### src/hdl/rtcic_pkg.sv
// Shared constants and types of the real-time clock interrupt control block
package rtcic_pkg;

  // ----------------------------------------
  // Register map
  // ----------------------------------------
  localparam logic [7:0] RTCIC_FLAG_OFS = 8'h0E;
  localparam logic [7:0] RTCIC_CTRL_OFS = 8'h0F;
  localparam logic [7:0] RTCIC_ISTAT_OFS = 8'h10;
  localparam logic [7:0] RTCIC_IMASK_OFS = 8'h11;

  // ----------------------------------------
  // Control register fields
  // ----------------------------------------
  localparam int RTCIC_CSEL_HI_BIT = 7;
  localparam int RTCIC_CSEL_LO_BIT = 6;
  localparam int RTCIC_UIE_BIT = 5;
  localparam int RTCIC_TIE_BIT = 4;
  localparam int RTCIC_AIE_BIT = 3;
  localparam int RTCIC_EIE_BIT = 2;
  localparam int RTCIC_RST_BIT = 0;
  localparam logic [1:0] RTCIC_CSEL_RESET = 2'h1;

  // ----------------------------------------
  // Flag register fields
  // ----------------------------------------
  localparam int RTCIC_UF_BIT = 5;
  localparam int RTCIC_TF_BIT = 4;
  localparam int RTCIC_AF_BIT = 3;
  localparam int RTCIC_EVF_BIT = 2;

  // ----------------------------------------
  // Timing
  // ----------------------------------------
  localparam longint RTCIC_CLK_KHZ = 64'h1E848;
  localparam longint RTCIC_RELEASE_US = 64'h1E78;
  localparam longint RTCIC_COMP0_MS = 64'h1F4;
  localparam longint RTCIC_COMP1_MS = 64'h7D0;
  localparam longint RTCIC_COMP2_MS = 64'h2710;
  localparam longint RTCIC_COMP3_MS = 64'h7530;
  // Longest release time rounds down
  localparam logic [19:0] RTCIC_RELEASE_CYC = 20'((RTCIC_RELEASE_US * RTCIC_CLK_KHZ) / 64'h3E8);
  localparam logic [31:0] RTCIC_COMP0_CYC = 32'(RTCIC_COMP0_MS * RTCIC_CLK_KHZ);
  localparam logic [31:0] RTCIC_COMP1_CYC = 32'(RTCIC_COMP1_MS * RTCIC_CLK_KHZ);
  localparam logic [31:0] RTCIC_COMP2_CYC = 32'(RTCIC_COMP2_MS * RTCIC_CLK_KHZ);
  localparam logic [31:0] RTCIC_COMP3_CYC = 32'(RTCIC_COMP3_MS * RTCIC_CLK_KHZ);

  // ----------------------------------------
  // Types
  // ----------------------------------------
  typedef struct packed {
    logic update;
    logic timer;
    logic alarm;
    logic extEvt;
  } rtcic_evt_t;

  typedef struct packed {
    logic [7:0] addr;
    logic [7:0] wdata;
    logic wr;
    logic rd;
  } rtcic_bus_t;

  typedef enum logic [1:0] {
    RTCIC_RUN,
    RTCIC_HALT
  } rtcic_clk_state_t;

endpackage

### src/hdl/rtcic_release_timer.sv
// Timed hold of one interrupt source with automatic release
`timescale 1ns/10ps
`default_nettype none
module rtcic_release_timer
  import rtcic_pkg::*;
#(
  parameter logic [19:0] HOLD_CYC = RTCIC_RELEASE_CYC
)
(
  input wire logic clk,
  input wire logic rst_n,
  input wire logic start,
  input wire logic cancel,
  output logic active
);

  logic [19:0] cnt_r;

  // ----------------------------------------
  // Hold counter
  // ----------------------------------------
  // Cancel wins so a disable in the event cycle leaves the pin released
  always_ff @(posedge clk or negedge rst_n)
  begin
    if (!rst_n)
    begin
      cnt_r <= 20'h00000;
    end
    else if (cancel)
    begin
      cnt_r <= 20'h00000;
    end
    else if (start)
    begin
      cnt_r <= HOLD_CYC;
    end
    else if (cnt_r != 20'h00000)
    begin
      cnt_r <= cnt_r - 20'h00001;
    end
  end

  assign active = (cnt_r != 20'h00000);

endmodule
`default_nettype wire

### src/hdl/rtcic_top.sv
// Interrupt and compensation control of a real-time clock
//
// Summary of operation
// [RL1] Interval field picks 0.5, 2, 10, 30 s
// [RL2] Update flag rise with enable pulls pin low
// [RL3] Update low released automatically after 7.8 ms
// [RL4] Clearing update enable cancels update low
// [RL5] Timer flag rise with enable pulls pin low
// [RL6] Timer low released within 7.8 ms
// [RL7] Clearing timer enable cancels timer low
// [RL8] Alarm low held until alarm flag cleared
// [RL9] Clearing alarm enable cancels alarm low
// [RL10] Pin low is OR of qualified requests
// [RL11] Flags still set with all enables off
// [RL12] Event flag rise with enable pulls pin low
// [RL13] Reset bit clears sub-second, halts clock
// [RL14] Chip enable low releases the halt
// [RL15] Flags set on event, kept until zeroed
// [RL16] Event low held until flag or enable cleared
`timescale 1ns/10ps
`default_nettype none
module rtcic_top
  import rtcic_pkg::*;
#(
  parameter logic [19:0] RELEASE_CYC = RTCIC_RELEASE_CYC,
  parameter logic [31:0] COMP0_CYC = RTCIC_COMP0_CYC,
  parameter logic [31:0] COMP1_CYC = RTCIC_COMP1_CYC,
  parameter logic [31:0] COMP2_CYC = RTCIC_COMP2_CYC,
  parameter logic [31:0] COMP3_CYC = RTCIC_COMP3_CYC
)
(
  input wire logic clk,
  input wire logic rst_n,
  input wire rtcic_bus_t bus,
  output logic [7:0] rdata,
  input wire rtcic_evt_t evt,
  input wire logic chipEnable,
  output logic intPinO,
  output logic intPinOeN,
  output logic [1:0] compIntervalSel,
  output logic compTick,
  output logic subSecClear,
  output logic clockHalt,
  output logic irq
);

  // ----------------------------------------
  // Declarations
  // ----------------------------------------
  logic [1:0] cselR;
  logic updateIrqEnable;
  logic timerIrqEnable;
  logic alarmIrqEnable;
  logic eventIrqEnable;
  rtcic_evt_t flag_r;
  rtcic_evt_t flag_nxt;
  rtcic_evt_t flagRise;
  rtcic_evt_t flagFall;
  rtcic_evt_t istat_r;
  rtcic_evt_t imask_r;
  logic alarmHold_r;
  logic eventHold_r;
  logic [1:0] timedStart;
  logic [1:0] timedCancel;
  logic [1:0] timedActive;
  logic ceMeta_r;
  logic ceSync_r;
  logic [31:0] compCnt_r;
  logic [31:0] compLimit;
  logic wrCtrl;
  logic wrFlag;
  rtcic_clk_state_t clkState_r;

  assign wrCtrl = bus.wr && (bus.addr == RTCIC_CTRL_OFS);
  assign wrFlag = bus.wr && (bus.addr == RTCIC_FLAG_OFS);
  assign compIntervalSel = cselR; // RL1

  // ----------------------------------------
  // Control register
  // ----------------------------------------
  always_ff @(posedge clk or negedge rst_n)
  begin
    if (!rst_n)
    begin
      cselR <= RTCIC_CSEL_RESET;
      updateIrqEnable <= 1'b0;
      timerIrqEnable <= 1'b0;
      alarmIrqEnable <= 1'b0;
      eventIrqEnable <= 1'b0;
    end
    else if (wrCtrl)
    begin
      cselR <= bus.wdata[RTCIC_CSEL_HI_BIT:RTCIC_CSEL_LO_BIT];
      updateIrqEnable <= bus.wdata[RTCIC_UIE_BIT];
      timerIrqEnable <= bus.wdata[RTCIC_TIE_BIT];
      alarmIrqEnable <= bus.wdata[RTCIC_AIE_BIT];
      eventIrqEnable <= bus.wdata[RTCIC_EIE_BIT];
    end
  end

  // ----------------------------------------
  // Flags
  // ----------------------------------------
  // Flags set regardless of enables; set beats a same-cycle clear
  always_comb
  begin
    flag_nxt = flag_r;
    if (wrFlag)
    begin
      flag_nxt.update = flag_r.update & bus.wdata[RTCIC_UF_BIT];
      flag_nxt.timer = flag_r.timer & bus.wdata[RTCIC_TF_BIT];
      flag_nxt.alarm = flag_r.alarm & bus.wdata[RTCIC_AF_BIT];
      flag_nxt.extEvt = flag_r.extEvt & bus.wdata[RTCIC_EVF_BIT];
    end
    flag_nxt = flag_nxt | evt; // RL11 RL15
  end

  assign flagRise = evt & ~flag_r;
  assign flagFall = flag_r & ~flag_nxt;

  always_ff @(posedge clk or negedge rst_n)
  begin
    if (!rst_n)
    begin
      flag_r <= '0;
    end
    else
    begin
      flag_r <= flag_nxt; // RL15
    end
  end

  // ----------------------------------------
  // Interrupt pin sources
  // ----------------------------------------
  // A source fires only on a 0-to-1 flag change seen with its enable set
  assign timedStart[0] = flagRise.update && updateIrqEnable; // RL2
  assign timedStart[1] = flagRise.timer && timerIrqEnable; // RL5
  assign timedCancel[0] = !updateIrqEnable || flagFall.update; // RL4
  assign timedCancel[1] = !timerIrqEnable || flagFall.timer; // RL7

  generate
    for (genvar gi = 0; gi < 2; gi++)
    begin : gTimed
      rtcic_release_timer #(
        .HOLD_CYC(RELEASE_CYC)
      ) uRel (
        .clk(clk),
        .rst_n(rst_n),
        .start(timedStart[gi]), // RL3 RL6
        .cancel(timedCancel[gi]),
        .active(timedActive[gi])
      );
    end
  endgenerate

  // Alarm holds with no timed release
  always_ff @(posedge clk or negedge rst_n)
  begin
    if (!rst_n)
    begin
      alarmHold_r <= 1'b0;
    end
    else if (!alarmIrqEnable || flagFall.alarm)
    begin
      alarmHold_r <= 1'b0; // RL8 RL9
    end
    else if (flagRise.alarm)
    begin
      alarmHold_r <= 1'b1; // RL8
    end
  end

  always_ff @(posedge clk or negedge rst_n)
  begin
    if (!rst_n)
    begin
      eventHold_r <= 1'b0;
    end
    else if (!eventIrqEnable || flagFall.extEvt)
    begin
      eventHold_r <= 1'b0; // RL16
    end
    else if (flagRise.extEvt)
    begin
      eventHold_r <= 1'b1; // RL12
    end
  end

  // Open drain: data is always low, enable decides
  assign intPinO = 1'b0;
  assign intPinOeN = !(|timedActive || alarmHold_r || eventHold_r); // RL10

  // ----------------------------------------
  // Reset bit and halt
  // ----------------------------------------
  // Chip enable is a pin, so it is synchronised before use
  always_ff @(posedge clk or negedge rst_n)
  begin
    if (!rst_n)
    begin
      ceMeta_r <= 1'b1;
      ceSync_r <= 1'b1;
    end
    else
    begin
      ceMeta_r <= chipEnable;
      ceSync_r <= ceMeta_r;
    end
  end

  always_ff @(posedge clk or negedge rst_n)
  begin
    if (!rst_n)
    begin
      clkState_r <= RTCIC_RUN;
    end
    else
    begin
      case (clkState_r)
        RTCIC_RUN:
        begin
          if (wrCtrl && bus.wdata[RTCIC_RST_BIT])
          begin
            clkState_r <= RTCIC_HALT; // RL13
          end
        end
        RTCIC_HALT:
        begin
          if (!ceSync_r && !(wrCtrl && bus.wdata[RTCIC_RST_BIT]))
          begin
            clkState_r <= RTCIC_RUN; // RL14
          end
        end
        default:
        begin
          clkState_r <= RTCIC_RUN;
        end
      endcase
    end
  end

  // Sub-second chain is held clear for as long as the clock is halted
  assign clockHalt = (clkState_r == RTCIC_HALT); // RL13
  assign subSecClear = clockHalt; // RL13

  // ----------------------------------------
  // Compensation interval
  // ----------------------------------------
  always_comb
  begin
    case (cselR)
      2'h0: compLimit = COMP0_CYC; // RL1
      2'h1: compLimit = COMP1_CYC; // RL1
      2'h2: compLimit = COMP2_CYC; // RL1
      default: compLimit = COMP3_CYC; // RL1
    endcase
  end

  // Counts up so a new selection takes effect without a stale reload
  always_ff @(posedge clk or negedge rst_n)
  begin
    if (!rst_n)
    begin
      compCnt_r <= 32'h00000000;
      compTick <= 1'b0;
    end
    else if (compCnt_r + 32'h00000001 >= compLimit)
    begin
      compCnt_r <= 32'h00000000;
      compTick <= 1'b1; // RL1
    end
    else
    begin
      compCnt_r <= compCnt_r + 32'h00000001;
      compTick <= 1'b0;
    end
  end

  // ----------------------------------------
  // Sticky status and mask
  // ----------------------------------------
  always_ff @(posedge clk or negedge rst_n)
  begin
    if (!rst_n)
    begin
      istat_r <= '0;
    end
    else if (bus.wr && bus.addr == RTCIC_ISTAT_OFS)
    begin
      istat_r <= (istat_r & ~rtcic_evt_t'(bus.wdata[3:0])) | evt;
    end
    else
    begin
      istat_r <= istat_r | evt;
    end
  end

  always_ff @(posedge clk or negedge rst_n)
  begin
    if (!rst_n)
    begin
      imask_r <= '0;
    end
    else if (bus.wr && bus.addr == RTCIC_IMASK_OFS)
    begin
      imask_r <= rtcic_evt_t'(bus.wdata[3:0]);
    end
  end

  assign irq = |(istat_r & imask_r);

  // ----------------------------------------
  // Read port
  // ----------------------------------------
  always_ff @(posedge clk or negedge rst_n)
  begin
    if (!rst_n)
    begin
      rdata <= 8'h00;
    end
    else if (bus.rd)
    begin
      case (bus.addr)
        RTCIC_CTRL_OFS: rdata <= {cselR, updateIrqEnable, timerIrqEnable,
                                 alarmIrqEnable, eventIrqEnable, 1'b0, clockHalt}; // RL13
        RTCIC_FLAG_OFS: rdata <= {2'h0, flag_r, 2'h0};
        RTCIC_ISTAT_OFS: rdata <= {4'h0, istat_r};
        RTCIC_IMASK_OFS: rdata <= {4'h0, imask_r};
        default: rdata <= 8'h00;
      endcase
    end
    else
    begin
      rdata <= 8'h00;
    end
  end

endmodule
`default_nettype wire

### config.mk
export PLATFORM = sky130hd
export DESIGN_NAME = rtcic_top
export DESIGN_NICKNAME = d
export VERILOG_FILES = /design/src/hdl/rtcic_pkg.sv /design/src/hdl/rtcic_release_timer.sv /design/src/hdl/rtcic_top.sv
export SDC_FILE = /design/constraint.sdc
export NUM_CORES = 1
export LEC_CHECK = 0
export ABC_AREA = 1
export BUFFER_PORTS_ARGS = -buffer_cell sky130_fd_sc_hd__buf_2
export CAP_MARGIN = 20
export CORE_ASPECT_RATIO = 1.4
export CORE_UTILIZATION = 35
export CTS_BUF_LIST = sky130_fd_sc_hd__clkbuf_8
export CTS_CLUSTER_SIZE = 8
export DETAILED_ROUTE_END_ITERATION = 8
export GPL_ROUTABILITY_DRIVEN = 0
export PLACE_DENSITY = 0.51
export SYNTH_ARGS = -nofsm -noshare
export SYNTH_HDL_FRONTEND = slang
export SYNTH_HIERARCHICAL = 1
export SYNTH_SLANG_ARGS = --single-unit
### constraint.sdc
create_clock -name clk -period 2.8 [get_ports clk]
set_clock_uncertainty 0.1 [all_clocks]
set_input_delay 0.56 -clock clk [delete_from_list [all_inputs] [get_ports clk]]
set_output_delay 0.56 -clock clk [all_outputs]
set_load 0.02 [all_outputs]
==> summary.md <==
| Metric | Value |
|---|---|
| Outcome | `complete, but fails checks` |
| Failing checks | `setup timing` |
| Clock Path Buffers | `2` |
| Worst min path class | `in2async` |
| Multi-input logic area | `0.003820 mm2` |
| Htree depth | `3` |
| Clock edge transition at the registers on the reported setup and hold paths | `0.11 ns` |
| Largest net degree at the start of global routing | `45` |
| Post-layout util | `46.00%` |
| R2R Setup Slk | `-0.34 ns` |
| PD cells | `416.9 mW/mm2` |
| Post-synth EDFFs | `0` |
| CP Launch Type | `flip-flop` |
| Antenna violations before repair | `0` |
| Root Buffer | `clkbuf_8` |
| Slew HR | `59.48%` |
| Setup violations, final | `33` |
| I/O Buffers | `39` |
| CP Cell Sequence | `ha_2, nand2_2, nor2_4, nand3_2, buf_4, nor2_4, nand3_2, nor2_4, nand3_1, nand2_1, inv_1, ha_1, nand2_1, inv_1, nand2_1, nor2_2, nand2_1, nand3_1, nand2_1, nor3_2, nor2_4, nand2_8, buf_12, nor2_4` |
| Arrival @ worst endpoint | `3.33 ns` |
| Diode count | `0` |
| Setup TNS Final | `-10.76 ns` |
| Synth Instances | `914` |
| Max stage delay on crit path | `0.37 ns` |
| Total wire length | `18.83 mm` |
| CP Depth | `24` |
| Via density | `4.682` |
| Drt drc | `0` |
| Reg2reg end | `compCnt_r[5]` |
| Max Clk Rate | `318.2 MHz` |
| Prevailing post-synth register cell | `dfrtp_1` |
| Worst Path Required | `2.98 ns` |
| CTS buffer count | `9` |
| Boundary Pins | `41` |
| Max Cap Viol | `0` |
| Final Hold Fails | `0` |
| R2r startpoint | `compCnt_r[0]` |
| CP Buf/Inv Count | `4` |
| All-layer global routing usage | `19.79%` |
| HPWL after detailed placement | `14.78 mm` |
| Core Region | `0.01868 mm2` |
| First-pass GRT wire length | `30.37 mm` |
| Finished Cell Area | `0.008591 mm2` |
| Reg area | `0.002608 mm2` |
| Net Count, Synth | `970` |
| Sequential area share after synthesis | `38.81%` |
| Crit path max fanout | `7` |
| LEAKAGE | `0.004541 uW` |
| Fin nets | `1125` |
| Final period util | `112.3%` |
| Peak supply drop | `308.3 uV` |
| Syn. warnings | `6` |
| Family with the most delay on the worst path | `simple AND/OR/NAND/NOR gates` |
| Cell area after synthesis | `0.006715 mm2` |
| Area after DPL | `0.007945 mm2` |
| Average wire per standard cell | `14.29 um` |
| Antenna Nets Post-Route | `0` |
| Crit Path Class | `reg2reg` |
| Layout cells sized above 1 | `27.31%` |
| # rows | `59` |
| Congestion Overflow GR | `0` |
| CP Capture Type | `flip-flop` |
| Post-synth ARST share | `100.0%` |
| Initial Utilization | `35.95%` |
| Die Area | `0.01975 mm2` |
| Final Max Tran Viols | `0` |
| FF-to-FF path depth | `24` |
| Yosys cell types | `41` |
| Slew @ Worst Pin | `0.6078 ns` |
| Critical-path top delay cell | `dfrtp_1` |
| Clock Sinks | `104` |
| Die Wd | `119.1 um` |
| Detailed-router iteration count before antenna repair | `5` |
| Layout area overhead | `27.93%` |
| Die Height | `165.9 um` |
| Initial DRC count | `242` |
| # fillers | `1917` |
| Hold slack | `0.04768 ns` |
| Synth Register Bits | `104` |
| RSZ-0062 raised after global routing | `yes` |
| CTS tree | `done` |
| Setup ws final | `-0.3432 ns` |
| Worst skew pair latency | `0.40 ns` |
| Total number of vias | `6166` |
| Post-layout minimum cycle time | `3.143 ns` |
| Synth Area per Inst | `7.347 um2` |
| Vias in the first global route | `6212` |
stage by stage:
step	cells	worst slack (ns)	power, uW
after floorplan	914	-0.08759	2344
after global placement	1286	-0.4149	2617
after detailed placement	1286	-0.4450	2629
after CTS	1304	-0.3286	3600
after global routing	1317	-0.6236	3835
final	1317	-0.3432	3582
power by group:
part / switching, uW / internal (uW)
registers: 37.1 / 1540
logic: 677 / 404
clock network: 590 / 334
cells by family (layout without fill, tap and decap cells):
kind of cell / count (synthesis) / count (layout) / synth area share (%)
compound gates: 76 / 76 / 6.540
xor+xnor: 19 / 19 / 2.478
fa+ha+maj: 31 / 31 / 5.776
buf+inv: 150 / 309 / 9.037
flops: 104 / 104 / 38.81
mux: 2 / 2 / 0.3354
other cells: 1 / 1 / 0.05584
simple gates: 531 / 531 / 36.97
cell type report:
class	count	area share [%]
Clock buffer	9	1.442
Inverter	140	6.117
Clock inverter	6	0.5971
Tap cell	244	3.554
Multi-Input combinational cell	660	44.47
Timing Repair Buffer	154	13.47
Sequential cell	104	30.35
synth_stat cells, drive strengths merged, types with 4 or more instances:
cell type / n / area [um2]
o21bai: 5 / 37.54
nand2: 218 / 848.3
nand3: 70 / 385.4
inv: 140 / 525.5
nor3: 34 / 191.4
nor2: 179 / 864.6
o22ai: 4 / 25.02
o21ai: 31 / 177.7
nand4: 18 / 112.6
ha: 31 / 387.9
a21oi: 29 / 145.1
dfrtp: 101 / 2527
nor4: 4 / 25.02
xor2: 16 / 140.1
buf: 9 / 77.57
cells in the final DEF, fill, tap and decap left out, drive strengths merged, types with 5 or more instances in the layout:
cell / Yosys / layout
clkbuf: 1 / 12
nand3: 70 / 70
nor3: 34 / 34
buf: 9 / 151
o21bai: 5 / 5
a21oi: 29 / 29
nand4: 18 / 18
o21ai: 31 / 31
nor2: 179 / 179
nand2: 218 / 218
inv: 140 / 143
xor2: 16 / 16
ha: 31 / 31
dfrtp: 101 / 101
per-layer routing:
layer	global-route usage, %	share of wire, %	routed length [um]
met5	0	0	0
met4	9.521	3.2	608
met3	1.820	1.7	327
met2	37.31	56	10540
met1	21.86	39	7349
worst max path at each step:
stage,from,end,slack [ns]
after floorplan,compCnt_r[0],compCnt_r[8],-0.09
after global placement,compCnt_r[0],compCnt_r[1],-0.41
after detailed placement,compCnt_r[0],compCnt_r[0],-0.44
after CTS,compCnt_r[1],compCnt_r[0],-0.33
after global routing,compCnt_r[0],compCnt_r[5],-0.62
final,compCnt_r[0],compCnt_r[5],-0.34
sequential cells by signal, indices dropped and copies added (netlist names):
register           flops
gTimed.uRel/cnt_r     40
compIntervalSel        2
updateIrqEnable        1
clkState_r             1
ceSync_r               1
flag_r                 4
alarmIrqEnable         1
istat_r                4
rdata                  8
eventHold_r            1
alarmHold_r            1
timerIrqEnable         1
compCnt_r             32
ceMeta_r               1
compTick               1
imask_r                4
eventIrqEnable         1
repair_timing:
item / 4_1_cts / 5_1_grt
setup buffers: 3 / 9
setup endpoints to repair: 34 / 34
resized for setup: 13 / 54
hold buffers: 0 / 0
gates cloned: 0 / 4
pin swaps: 4 / 18
(Power assumes the default switching activity.)
